## src/hdl/sref_pkg.sv

```systemverilog
// Package with constants and types for the redundant error-flag register.
package sref_pkg;

  // Register map.
  localparam int ADDR_W = 8;
  localparam int DATA_W = 16;
  localparam logic [7:0] ERR_ADDR = 8'h12;

  // Flag positions.
  localparam int BIT_IFACE = 15;
  localparam int BIT_XEXEC = 14;
  localparam int BIT_XOVF = 13;
  localparam int BIT_SHADOW = 12;
  localparam int BIT_UNCORR = 11;
  localparam int BIT_SOFT = 10;
  localparam int BIT_RESET = 9;
  localparam int BIT_OVCC = 8;
  localparam int BIT_UVCC = 7;
  localparam int BIT_FHIGH = 6;
  localparam int BIT_FLOW = 5;
  localparam int BIT_MISM = 4;
  localparam int BIT_OSC = 3;
  localparam int BIT_SAT = 2;
  localparam int BIT_TEMP = 1;
  localparam int BIT_VREF = 0;

  // Reset value and the flags that only a reset clears.
  localparam logic [15:0] FLAGS_RESET = 16'h0200;
  localparam logic [15:0] RESET_ONLY_MASK = 16'h1800;

  // Nonvolatile threshold fields in the word at extended address 0x24.
  localparam logic [7:0] NV_THR_ADDR = 8'h24;
  localparam int NV_HI_LSB = 7;
  localparam int NV_LO_LSB = 10;
  localparam int NV_MM_LSB = 13;

  // Threshold tables indexed by the field codes; plain default values.
  localparam logic [7:0][15:0] FIELD_HI_TABLE = {
    16'hF000, 16'hE000, 16'hD000, 16'hC000,
    16'hB000, 16'hA000, 16'h9000, 16'h8000};
  localparam logic [7:0][15:0] FIELD_LO_TABLE = {
    16'h4000, 16'h3800, 16'h3000, 16'h2800,
    16'h2000, 16'h1800, 16'h1000, 16'h0800};
  localparam logic [3:0][15:0] MISM_TABLE = {
    16'h0800, 16'h0400, 16'h0200, 16'h0100};

  // Temperature limits in degrees and the code scale (code/8 + 25).
  localparam int TEMP_MIN_C = -71;
  localparam int TEMP_MAX_C = 185;
  localparam int TEMP_DIFF_C = 20;
  localparam int TEMP_OFFSET_C = 25;
  localparam int TEMP_LSB_PER_C = 8;
  localparam logic signed [11:0] TEMP_MIN_CODE =
    12'((TEMP_MIN_C - TEMP_OFFSET_C) * TEMP_LSB_PER_C);
  localparam logic signed [11:0] TEMP_MAX_CODE =
    12'((TEMP_MAX_C - TEMP_OFFSET_C) * TEMP_LSB_PER_C);
  localparam logic [12:0] TEMP_DIFF_CODE =
    13'(TEMP_DIFF_C * TEMP_LSB_PER_C);

  // Self-test settling time, covering the two-flop synchronisers.
  localparam logic [3:0] BIST_SETTLE_CYC = 4'h4;

  typedef enum logic [1:0] {
    SREF_IDLE = 2'b00,
    SREF_INJECT = 2'b01,
    SREF_CHECK = 2'b10
  } sref_bist_e;

  // One-cycle events and levels from logic on the core clock.
  typedef struct packed {
    logic spi_invalid;
    logic manchester_err;
    logic ext_exec_fail;
    logic ext_overflow;
    logic shadow_misr_err;
    logic load_done;
    logic load_multi_err;
    logic load_single_err;
    logic saturation;
    logic lp_exit;
  } sref_evt_s;

  // Levels from analog monitors, asynchronous to the core clock.
  typedef struct packed {
    logic overvoltage;
    logic undervoltage;
    logic hf_osc_fault;
    logic lf_osc_fault;
    logic vref_fault;
  } sref_ana_s;

  // Measurements and the nonvolatile threshold word.
  typedef struct packed {
    logic [15:0] field_mag;
    logic [15:0] angle_pri;
    logic [15:0] angle_sec;
    logic signed [11:0] temp_pri;
    logic signed [11:0] temp_sec;
    logic [15:0] nv_thr_word;
  } sref_meas_s;

endpackage : sref_pkg

```

## src/hdl/sref_bist.sv

```systemverilog
// Stuck-at-zero self-test sequencer for the error-flag inputs.
`timescale 1ns/1ps
module sref_bist (
  // Clock and reset.
  input wire logic clk,
  input wire logic resetn,
  // Start request on exit from low-power mode.
  input wire logic start,
  // Test control.
  output logic inject,
  output logic check,
  output logic busy
);

  typedef struct packed {
    sref_pkg::sref_bist_e state;
    logic [3:0] cnt;
  } sref_bist_state_s;

  sref_bist_state_s st_q;
  sref_bist_state_s st_d;

  always_comb begin
    st_d = st_q;
    unique case (st_q.state)
      sref_pkg::SREF_IDLE: begin
        if (start) begin
          st_d.state = sref_pkg::SREF_INJECT;
          st_d.cnt = 4'h0;
        end
      end
      sref_pkg::SREF_INJECT: begin
        st_d.cnt = st_q.cnt + 4'h1;
        if (st_q.cnt == sref_pkg::BIST_SETTLE_CYC) begin
          st_d.state = sref_pkg::SREF_CHECK;
        end
      end
      sref_pkg::SREF_CHECK: begin
        st_d.state = sref_pkg::SREF_IDLE;
      end
      default: begin
        st_d.state = sref_pkg::SREF_IDLE;
      end
    endcase
  end

  // The test runs once straight out of reset, which is the power-on case.
  always_ff @(posedge clk) begin
    if (!resetn) begin
      st_q.state <= sref_pkg::SREF_INJECT;
      st_q.cnt <= 4'h0;
    end else begin
      st_q <= st_d;
    end
  end

  // Injection is held through the check cycle so the sampled inputs are high.
  assign inject = (st_q.state != sref_pkg::SREF_IDLE);
  assign check = (st_q.state == sref_pkg::SREF_CHECK);
  assign busy = (st_q.state != sref_pkg::SREF_IDLE);

endmodule : sref_bist

```

## src/hdl/sref_flags_top.sv

```systemverilog
// Redundant error-flag register with its fault latching and read clearing.
`timescale 1ns/1ps
module sref_flags_top (
  // Clock and reset.
  input wire logic clk,
  input wire logic resetn,
  // Register read port from the serial interface.
  input wire logic reg_rd_en,
  input wire logic [sref_pkg::ADDR_W-1:0] reg_rd_addr,
  output logic [sref_pkg::DATA_W-1:0] reg_rd_data,
  output logic reg_rd_valid,
  // Fault sources.
  input wire sref_pkg::sref_evt_s evt,
  input wire sref_pkg::sref_ana_s ana,
  input wire sref_pkg::sref_meas_s meas,
  // Fault handling outputs.
  output logic packet_discard,
  output logic bist_inject,
  output logic bist_busy,
  output logic [sref_pkg::DATA_W-1:0] err_flags
);

  typedef struct packed {
    sref_pkg::sref_ana_s sync1;
    sref_pkg::sref_ana_s sync2;
    logic [15:0] flags;
    logic bist_fail;
    logic [15:0] rd_data;
    logic rd_valid;
    logic discard;
  } sref_state_s;

  sref_state_s q;
  sref_state_s d;

  logic inject;
  logic check;
  logic busy;
  logic rd_hit;
  logic [15:0] cond;
  logic [15:0] clr;
  logic [2:0] hi_code;
  logic [2:0] lo_code;
  logic [1:0] mm_code;

  // Circular distance between two angles, so 359 and 1 degrees are close.
  function automatic logic [15:0] angle_dist(input logic [15:0] a,
                                             input logic [15:0] b);
    logic [15:0] diff;
    diff = a - b;
    angle_dist = diff[15] ? 16'(~diff + 16'h0001) : diff;
  endfunction : angle_dist

  // True when a temperature code lies outside the valid range.
  function automatic logic temp_bad(input logic signed [11:0] t);
    temp_bad = (t < sref_pkg::TEMP_MIN_CODE) ||
               (t > sref_pkg::TEMP_MAX_CODE);
  endfunction : temp_bad

  // Absolute difference of two temperature codes.
  function automatic logic [12:0] temp_dist(input logic signed [11:0] a,
                                            input logic signed [11:0] b);
    logic signed [12:0] diff;
    diff = 13'(a) - 13'(b);
    temp_dist = diff[12] ? 13'(-diff) : 13'(diff);
  endfunction : temp_dist

  sref_bist u_bist (
    .clk(clk),
    .resetn(resetn),
    .start(evt.lp_exit),
    .inject(inject),
    .check(check),
    .busy(busy)
  );

  assign hi_code = meas.nv_thr_word[sref_pkg::NV_HI_LSB +: 3];
  assign lo_code = meas.nv_thr_word[sref_pkg::NV_LO_LSB +: 3];
  assign mm_code = meas.nv_thr_word[sref_pkg::NV_MM_LSB +: 2];
  assign rd_hit = reg_rd_en && (reg_rd_addr == sref_pkg::ERR_ADDR);

  // Raw fault vector; the comparator terms take the injection directly.
  always_comb begin
    cond = 16'h0000;
    cond[sref_pkg::BIT_IFACE] = evt.spi_invalid || evt.manchester_err;
    cond[sref_pkg::BIT_XEXEC] = evt.ext_exec_fail;
    cond[sref_pkg::BIT_XOVF] = evt.ext_overflow;
    cond[sref_pkg::BIT_SHADOW] = evt.shadow_misr_err;
    cond[sref_pkg::BIT_UNCORR] = evt.load_multi_err;
    cond[sref_pkg::BIT_SOFT] = evt.load_single_err;
    cond[sref_pkg::BIT_RESET] = evt.load_done || inject;
    cond[sref_pkg::BIT_OVCC] = q.sync2.overvoltage;
    cond[sref_pkg::BIT_UVCC] = q.sync2.undervoltage;
    cond[sref_pkg::BIT_FHIGH] = inject ||
      (meas.field_mag > sref_pkg::FIELD_HI_TABLE[hi_code]);
    cond[sref_pkg::BIT_FLOW] = inject ||
      (meas.field_mag < sref_pkg::FIELD_LO_TABLE[lo_code]);
    cond[sref_pkg::BIT_MISM] = inject ||
      (angle_dist(meas.angle_pri, meas.angle_sec) >
       sref_pkg::MISM_TABLE[mm_code]);
    cond[sref_pkg::BIT_OSC] =
      q.sync2.hf_osc_fault || q.sync2.lf_osc_fault;
    cond[sref_pkg::BIT_SAT] = evt.saturation;
    cond[sref_pkg::BIT_TEMP] = inject ||
      temp_bad(meas.temp_pri) || temp_bad(meas.temp_sec) ||
      (temp_dist(meas.temp_pri, meas.temp_sec) >
       sref_pkg::TEMP_DIFF_CODE);
    cond[sref_pkg::BIT_VREF] = q.sync2.vref_fault;
  end

  // Reset-only flags are kept out of the read clear.
  assign clr = rd_hit ? ~sref_pkg::RESET_ONLY_MASK : 16'h0000;

  always_comb begin
    d = q;
    // The first flop feeds only the second.
    d.sync1 = ana;
    d.sync2 = q.sync1;
    d.rd_valid = rd_hit;
    if (rd_hit) begin
      d.rd_data = q.flags;
    end
    // Injected values are test stimulus and set no flags while busy; the synchronised analog ones still latch for two cycles after.
    if (busy) begin
      d.flags = q.flags & ~clr;
    end else begin
      d.flags = (q.flags & ~clr) | cond;
    end
    // A wake-time test must see every input high or the path is stuck.
    if (check && (cond != 16'hFFFF) ) begin
      d.bist_fail = 1'b1;
    end
    if (q.bist_fail) begin
      d.flags[sref_pkg::BIT_MISM] = 1'b1;
    end
    d.discard = evt.spi_invalid;
  end

  always_ff @(posedge clk) begin
    if (!resetn) begin
      q.sync1 <= '0;
      q.sync2 <= '0;
      q.flags <= sref_pkg::FLAGS_RESET;
      q.bist_fail <= 1'b0;
      q.rd_data <= 16'h0000;
      q.rd_valid <= 1'b0;
      q.discard <= 1'b0;
    end else begin
      q <= d;
    end
  end

  assign reg_rd_data = q.rd_data;
  assign reg_rd_valid = q.rd_valid;
  assign packet_discard = q.discard;
  assign bist_inject = inject;
  assign bist_busy = busy;
  assign err_flags = q.flags;

endmodule : sref_flags_top

```

## config.mk

```make
export PLATFORM = sky130hd
export DESIGN_NAME = sref_flags_top
export DESIGN_NICKNAME = d
export VERILOG_FILES = /design/src/hdl/sref_pkg.sv /design/src/hdl/sref_bist.sv /design/src/hdl/sref_flags_top.sv
export SDC_FILE = /design/constraint.sdc
export NUM_CORES = 1
export LEC_CHECK = 0
export BUFFER_PORTS_ARGS = -buffer_cell sky130_fd_sc_hd__buf_4
export CAP_MARGIN = 20
export CORE_MARGIN = 2
export CORE_UTILIZATION = 30
export CTS_CLUSTER_SIZE = 25
export DETAILED_ROUTE_END_ITERATION = 16
export GPL_TIMING_DRIVEN = 1
export HOLD_SLACK_MARGIN = 0.02
export SETUP_SLACK_MARGIN = 0.5
export SYNTH_ARGS = -nofsm -noshare
export SYNTH_HDL_FRONTEND = slang
export SYNTH_SLANG_ARGS = --single-unit
```

## constraint.sdc

```tcl
create_clock -name clk -period 10.4 [get_ports clk]
set_input_delay 2.08 -clock clk [delete_from_list [all_inputs] [get_ports clk]]
set_output_delay 2.08 -clock clk [all_outputs]
set_load 0.02 [all_outputs]
```

Word level (Yosys, flattened, before mapping)

Memories as Yosys holds them, arrays and structs flattened.
Index checks and enable logic that the tools add are counted.
W data, S select, Z words.

Bits in registers: 51
Memory bits (read-only): 256
Input bits: 114
Output and inout bits: 36
Logic and storage cells: 77
Memories: 2

Add/sub/neg operators: 5
Order comparisons: 11
Eq/ne operators: 7
Multiplexer cells: 13
Bitwise gates (word level): 4
Reduce and logical (&&, ||, !) cells: 18

Memory list:

| memory           | depth | bits a word | read ports | clocked after Yosys merged registers in | wr ports | line                 | text |
|---|---|---|---|---|---|---|---|
| (name not given) | 8     | 16          | 1          | 0                                       | 0        | sref_flags_top.sv:97 | `(meas.field_mag < sref_pkg::FIELD_LO_TABLE[lo_code]);` |
| (name not given) | 8     | 16          | 1          | 0                                       | 0        | sref_flags_top.sv:95 | `(meas.field_mag > sref_pkg::FIELD_HI_TABLE[hi_code]);` |

Operator list:

| cell                    | count |
|---|---|
| $mux W16                | 6 |
| $bmux W16 S2            | 1 |
| $gt A16 B16 Y1          | 2 |
| $not A16 Y16            | 2 |
| $gt A12 B12 Y1 const B  | 2 |
| $lt A12 B11 Y1 const B  | 2 |
| $add A16 B1 Y16 const B | 1 |
| $and A16 B16 Y16        | 1 |
| $lt A16 B16 Y1          | 1 |
| $ne A16 B16 Y1 const B  | 1 |
| $or A16 B16 Y16         | 1 |
| $sub A16 B16 Y16        | 1 |
| $gt A13 B8 Y1 const B   | 1 |
| $mux W13                | 1 |
| $neg A13 Y13            | 1 |
| $sub A12 B12 Y13        | 1 |
| $logic_or A1 B1 Y1      | 11 |
| $eq A8 B5 Y1 const B    | 1 |
| $lt A3 B4 Y1 const B    | 2 |
| $pmux W4 S2             | 1 |
| $mux W6                 | 1 |
| $add A4 B1 Y4 const B   | 1 |
| $eq A4 B3 Y1 const B    | 1 |
| $pmux W2 S2             | 1 |
| other kinds (11)        | 14 |

Longest topological paths before layout

Gate-level depths: netlist of the first run.

Depth in word-level cells: 9
Gate-level depth with buffers: 17
Gate-level depth less buffers: 17

Modules after synthesis

From an unflattened synthesis of the first run, not the netlist that was laid out.

Cell total of the unflattened synthesis: 570
Area, all modules: 4640.7 um^2

By module, submodules not included:

| module         | times used | cells each | area each (um^2) | seq. area each (um^2) |
|---|---|---|---|---|
| sref_flags_top | 1          | 536        | 4336.7           | 900.9 |
| sref_bist      | 1          | 34         | 304.0            | 120.1 |

Worst setup path after synthesis of the first run

OpenSTA, ideal clock, no wires.

Path type: input -> register
Start: input meas[46] (netlist bit)
End: register q, in the netlist err_flags[4]
Setup time: 143 ps
Data arrival time: 5002 ps
Required time: 10257 ps
Setup slack: 5255 ps
Stages: 16
Buffers on the path: 0
Cells stage by stage: inv_1 ha_1 a2111o_1 o21a_1 o21ai_0 o21ai_0 xnor2_1 inv_1 a21oi_1 xor2_1 ha_1 nor2b_1 o21a_1 o21a_1 o22ai_1 a41oi_1

Word-level cells in the longest chain between the ends: 9

Ends and longest elaborated chain:

| element                | line                  | text |
|---|---|---|
| start, declared        | sref_flags_top.sv:15  | `input wire sref_pkg::sref_meas_s meas,` |
| $sub A16 B16 Y16 (*)   | sref_flags_top.sv:50  | `diff = a - b;` |
| $not A16 Y16           | sref_flags_top.sv:51  | `angle_dist = diff[15] ? 16'(~diff + 16'h0001) : diff;` |
| $add A16 B1 Y16        | sref_flags_top.sv:51  |  |
| $mux W16 (*)           | sref_flags_top.sv:51  |  |
| $gt A16 B16 Y1 (*)     | sref_flags_top.sv:99  | `(angle_dist(meas.angle_pri, meas.angle_sec) >` |
| $logic_or A1 B1 Y1 (*) | sref_flags_top.sv:98  | `cond[sref_pkg::BIT_MISM] = inject \|\|` |
| $or A16 B16 Y16 (*)    | sref_flags_top.sv:127 | `d.flags = (q.flags & ~clr) \| cond;` |
| $mux W16 (*)           | sref_flags_top.sv:124 | `if (busy) begin` |
| $mux W1 (*)            | sref_flags_top.sv:133 | `if (q.bist_fail) begin` |
| end, declared          | sref_flags_top.sv:33  | `sref_state_s q;` |

Mark *: on every way between the ends. The rest lies on a longest branch, timed or not.
A chain may end at the register's enable or synchronous reset.

Worst setup path in the final report of the first run

Same ends and word-level chain as after synthesis.

==> flow_metrics.env, run 1 <==
export IMPL_worstSetupEndpointType="flip-flop"
export IMPL_coreArea_um2=15100
export IMPL_path_cells="buf_4 > inv_1 > ha_1 > a2111o_1 > o21a_1 > o21ai_0 > o21ai_0 > xnor2_1 > inv_1 > a21oi_1 > xor2_1 > ha_1 > nor2b_1 > o21a_1 > o21a_1 > o22ai_1 > a41oi_1"
export IMPL_seqCellArea_um2=1020
export IMPL_numCtsBuffers=5
export IMPL_fin_worst_skew_ps=4.05
export IMPL_post_place_ws_ps=4690
export IMPL_synth_common_cells="nor2_1 (61), dfxtp_1 (51), inv_1 (47)"
export IMPL_vias=4310
export IMPL_min_path_type="reg2reg"
export IMPL_synth_ff_latch_count=51
export IMPL_cp_data_arrival_time_ps=5540
export IMPL_r2r_start="u_bist.st_q[4]"
export IMPL_period_share_pct=51.8
export IMPL_synth_top_area_cell="dfxtp_1"
export IMPL_fin_crit_ps=5390
export IMPL_place_congestion=0.807
export IMPL_synth_edf_count=0
export IMPL_fmax_mhz=186
export IMPL_fillerInstances=1599
export IMPL_synthAdderAreaFrac_pct=12.2
export IMPL_cts_resized=0
export IMPL_startpoint="meas[46]"
export IMPL_yosysWarnings=0
export IMPL_syn_avg_cell_area_um2=7.96
export IMPL_viasPerCell=4.95
export IMPL_synth_compound_area_share_pct=23.6
export IMPL_die_height_um=128
export IMPL_yosysSeqAreaShare_pct=22.1
export IMPL_dr_pass1_iters=4
export IMPL_layout_drive_gt1_share_pct=24.6
export IMPL_cts_buffer_depth=2
export IMPL_multi_input_area_um2=3100
export IMPL_synth_top_family_by_area="compound AO/OA/AOI/OAI gates"
export IMPL_grt_max_degree=38
export IMPL_wl_um=11200
export IMPL_synth_simple_area_share_pct=22.5
export IMPL_cp_max_fo=9
export IMPL_worstSkewPairLatency_ps=280
export IMPL_ios=150
export IMPL_die_area_um2=16400
export IMPL_grt_pass1_vias=4095
export IMPL_initial_core_util_pct=30.5
export IMPL_syn2layout_area_growth_pct=25.2
export IMPL_fin_util_pct=38.2
export IMPL_endpoint="err_flags[4]"
export IMPL_final_antenna_net_count=0
export IMPL_clk_pin_slew_ps=60
export IMPL_powerDensity_nw_per_um2=111
export IMPL_htree_levels=2
export IMPL_crit_path_start_kind="input pin"
export IMPL_synth_cells=580
export IMPL_critPathMaxStageDelay_ps=540
export IMPL_drc=0
export IMPL_cts_tree="yes"
export IMPL_synthMuxAreaShare_pct=4.15
export IMPL_grtUsageTotal_pct=13.5
export IMPL_drt_initial_drc_count=164
export IMPL_cap_violations=0
export IMPL_antenna_found_initial=0
export IMPL_netlist_area_leader_share_pct=22.1
export IMPL_cp_num_buf_inv=3
export IMPL_io_buffers=141
export IMPL_wire_per_inst_um=12.9
export IMPL_critPathTopFamily="compound AO/OA/AOI/OAI gates"
export IMPL_worst_path_max_delay_cell="xnor2_1"
export IMPL_synth_flop_cell="dfxtp_1"
export IMPL_whs_ps=432
export IMPL_clkSinkCount=51
export IMPL_path_common_cell="o21a_1"
export IMPL_syn_area_um2=4620
export IMPL_setup_tns_ps=0
export IMPL_grt_pass1_wl_um=18700
export IMPL_fin_ws_ps=5010
export IMPL_ir_drop_uv=66.7
export IMPL_die_width_um=128
export IMPL_tightest_slew_ps=687
export IMPL_synth_xor_area_share_pct=4.74
export IMPL_hold_viol_final=0
export IMPL_critPathKind="in2reg"
export IMPL_final_nets=840
export IMPL_synth_area_leaders="dfxtp_1 (22%), ha_1 (11%), buf_4 (5.4%), nor2_1 (5.0%), mux2i_1 (3.9%)"
export IMPL_rows=45
export IMPL_cp_required_ps=10550
export IMPL_slew_viol_final=0
export IMPL_async_flop_share_pct=0
export IMPL_cts_hold_buf=0
export IMPL_final_setup_viol_count=0
export IMPL_syn_nets=738
export IMPL_cts_setup_buffers=0
export IMPL_leakagePower_nw=2.73
export IMPL_r2r_cells=7
export IMPL_diodes=0
export IMPL_clock_root_buffer="clkbuf_16"
export IMPL_relSlewSlack_pct=53.7
export IMPL_r2r_end="q[18]"
export IMPL_r2r_slack_ps=8350
export IMPL_grt_setup_unrepaired="no"
export IMPL_synth_most_common_cell="nor2_1"
export IMPL_path_depth=17
export IMPL_status="complete, no violations"
export IMPL_synth_cell_type_count=79
export IMPL_dp_final_hpwl_um=9110
export IMPL_grt_ovfl_total=0
## cells in the final DEF (no fill, tap or decap), types with 18 or more instances in the layout
master and count:
dfxtp_1 51, a21oi_1 26, o21ai_0 23, nor2_1 61, inv_1 47, mux2i_1 18
ha_1 42, nand3_1 18, nand2_1 21, buf_4 143
## through the flow
step	instance area (µm²)	std cells	total power, mW
floorplan	4620	580	0.392
global placement	5620	863	0.463
detailed placement	5620	863	0.465
CTS	5780	870	0.647
global route	5780	870	0.689
finish	5780	870	0.639
## report_power, final
| part | switching, mW | total [mW] | internal, mW |
|---|---|---|---|
| Clock | 0.0679 | 0.180 | 0.112 |
| Combinational | 0.133 | 0.252 | 0.119 |
| Sequential | 0.00544 | 0.208 | 0.202 |
| Total | 0.206 | 0.639 | 0.433 |
## logic make-up (layout without fill, tap and decap cells)
| logic type | after synthesis | in the layout |
|---|---|---|
| AO/OA/AOI/OAI | 149 | 149 |
| XOR/XNOR | 25 | 25 |
| adder cells (fa/ha/maj) | 44 | 44 |
| buffers and inverters | 97 | 199 |
| flip-flops | 51 | 51 |
| multiplexers | 19 | 19 |
| AND/OR/NAND/NOR | 195 | 195 |
## layout make-up
type | count | share of cell area [%]
multi-input cells | 432 | 53.7
inverters | 49 | 3.18
flip-flops and latches | 51 | 17.7
well taps | 188 | 4.07
clock buffers | 5 | 2.16
repair buffers | 143 | 18.6
clock inverters | 2 | 0.649
## flip-flops by register name, indices dropped and copies added, names as in the netlist
register / count
packet_discard: 1
u_bist.st_q: 6
cond: 3
reg_rd_valid: 1
d: 5
err_flags: 16
reg_rd_data: 16
q: 3
## routing by layer
layer	track usage, %	up-vias	share of wire [%]
li1	-	2270	-
met1	18.0	1937	48
met2	23.5	98	46
met3	1.96	5	4.6
met4	2.07	0	0.54
met5	0	-	0
## worst min path at each step
stage / startpoint / endpoint / cells past startpoint
finish: d[35] / cond[0] / 1
global route: d[35] / cond[0] / 1
detailed placement: d[35] / cond[0] / 1
floorplan: d[35] / cond[0] / 1
CTS: d[35] / cond[0] / 1
global placement: d[38] / cond[7] / 1
(Power assumes the default switching activity.)
==> run 2, diff against run 1 <==
==> constraint.sdc (replaced) <==
create_clock -name clk -period 4.8 [get_ports clk]
set_input_delay 0.96 -clock clk [delete_from_list [all_inputs] [get_ports clk]]
set_output_delay 0.96 -clock clk [all_outputs]
set_load 0.02 [all_outputs]
==> run 2 against run 1 <==
Effect of this change: first-iteration DRC count down 4.9%; final area is 0.30% higher; die area unchanged; register-to-register slack got worse by 5800 ps; combinational power rose by 120%; wire length shrank 0.18%; via count decreased by 0.63%; sequential share of layout area fell by 0.053 points; critical endpoint unchanged.
==> flow_metrics.env, run 2 (synthesis gave the netlist of run 1 again) <==
export IMPL_final_antenna_net_count=0
export IMPL_cp_required_ps=4940
export IMPL_ir_drop_uv=163
export IMPL_tightest_slew_ps=663
export IMPL_status="complete, no violations"
export IMPL_die_area_um2=16400
export IMPL_layout_drive_gt1_share_pct=24.9
export IMPL_slew_viol_final=0
export IMPL_cp_data_arrival_time_ps=4060
export IMPL_fin_worst_skew_ps=4.60
export IMPL_layout_common_cells="buf_4 (145), nor2_1 (61), dfxtp_1 (51)"
export IMPL_fmax_mhz=255
export IMPL_critPathMaxStageDelay_ps=410
export IMPL_fin_crit_ps=3920
export IMPL_syn2layout_area_growth_pct=25.6
export IMPL_antenna_found_initial=1
export IMPL_cp_max_fo=6
export IMPL_setup_tns_ps=0
export IMPL_wire_per_inst_um=12.8
export IMPL_worstSkewPairLatency_ps=280
export IMPL_p_seq_share_pct=32.4
export IMPL_rows=45
export IMPL_cts_buffer_depth=2
export IMPL_min_path_type="reg2reg"
export IMPL_place_congestion=0.794
export IMPL_relSlewSlack_pct=55.7
export IMPL_whs_ps=433
export IMPL_crit_path_start_kind="input pin"
export IMPL_cp_num_buf_inv=3
export IMPL_dp_final_hpwl_um=9120
export IMPL_grt_ovfl_total=0
export IMPL_p_clk_share_pct=28.1
export IMPL_critPathKind="in2reg"
export IMPL_cts_hold_buf=0
export IMPL_cts_setup_buffers=0
export IMPL_drt_initial_drc_count=156
export IMPL_fin_ws_ps=882
export IMPL_grt_max_degree=38
export IMPL_period_share_pct=81.6
export IMPL_clock_root_buffer="clkbuf_16"
export IMPL_leakagePower_nw=2.74
export IMPL_ios=150
export IMPL_die_height_um=128
export IMPL_cap_violations=0
export IMPL_drc=0
export IMPL_grt_pass1_vias=4041
export IMPL_path_cells="buf_4 > inv_1 > ha_1 > inv_1 > fa_1 > a211oi_2 > o21ai_1 > a21oi_1 > nand3b_1 > nor2_1 > a21oi_1 > xor2_1 > ha_1 > nor2b_1 > o21a_1 > o21a_1 > o22ai_1 > a41oi_1"
export IMPL_critPathTopFamily="compound AO/OA/AOI/OAI gates"
export IMPL_final_nets=842
export IMPL_p_sw_mw=0.448
export IMPL_io_buffers=141
export IMPL_viasPerCell=4.91
export IMPL_grt_pass1_wl_um=18300
export IMPL_grt_setup_unrepaired="no"
export IMPL_numCtsBuffers=5
export IMPL_htree_levels=2
export IMPL_wl_um=11200
export IMPL_switching_share_pct=32.2
export IMPL_post_place_ws_ps=554
export IMPL_cts_tree="yes"
export IMPL_die_width_um=128
export IMPL_hold_viol_final=0
export IMPL_worst_path_max_delay_cell="fa_1"
export IMPL_grtUsageTotal_pct=13.3
export IMPL_p_int_mw=0.942
export IMPL_mostFrequentLayoutCell="buf_4"
export IMPL_worstSetupEndpointType="flip-flop"
export IMPL_comb_power_share_pct=39.5
export IMPL_initial_core_util_pct=30.5
export IMPL_clkSinkCount=51
export IMPL_clk_pin_slew_ps=60
export IMPL_vias=4283
export IMPL_powerDensity_nw_per_um2=240
export IMPL_coreArea_um2=15100
export IMPL_final_setup_viol_count=0
export IMPL_fin_util_pct=38.3
export IMPL_cts_resized=0
export IMPL_dr_pass1_iters=4
-- run 2: cell count changes in the layout (fill, tap and decap cells not counted), sizes merged --
| cell | previous run | this run |
|---|---|---|
| buf | 143 | 145 |
| diode | 0 | 1 |
-- run 2: path summary, 6_finish.rpt --
kind	slack, ps	cells past startpoint	startpoint	end
max reg2reg	2550	6	u_bist.st_q[4]	q[18]
min	430	1	d[35]	cond[0]
min reg2reg	430	1	d[35]	cond[0]
max	880	18	meas[56]	err_flags[4]
-- run 2: routing by layer --
metal | wire, µm | up-vias | global-route usage (%)
met3 | 571 | 4 | 2.09
met2 | 5150 | 95 | 23.0
li1 | - | 2270 | -
met5 | 0 | - | 0
met1 | 5400 | 1914 | 17.7
met4 | 64 | 0 | 2.13
-- run 2: power groups by stage --
stage / Clock [mW] / Combinational [mW] / Sequential, mW
after CTS: 0.401 / 0.554 / 0.450
after global placement: 0 / 0.548 / 0.459
after detailed placement: 0 / 0.551 / 0.459
after floorplan: 0 / 0.394 / 0.456
final: 0.391 / 0.550 / 0.450
after global routing: 0.415 / 0.624 / 0.452
-- run 2: layout make-up --
type / count / area [µm²]
fill: 1599 / 9350
clock buffer: 5 / 125
clock inverter: 2 / 37.5
tap: 188 / 235
sequential: 51 / 1020
multi-input combinational: 432 / 3100
inverter: 49 / 184
timing repair buffer: 145 / 1090
antenna: 1 / 2.50
-- run 2: worst register-to-register path, delay by kind of cell, from the launching register on --
family,cells,cell delay [ps]
DFF,1,370
and+or+nand+nor,1,500
AOI/OAI and AO/OA,5,1330
-- run 2: metrics by stage --
step	std cells	power, mW	area (µm²)
after CTS	872	1.41	5790
after floorplan	580	0.850	4620
after global routing	872	1.49	5790
final	873	1.39	5800
after detailed placement	865	1.01	5630
after global placement	865	1.01	5630
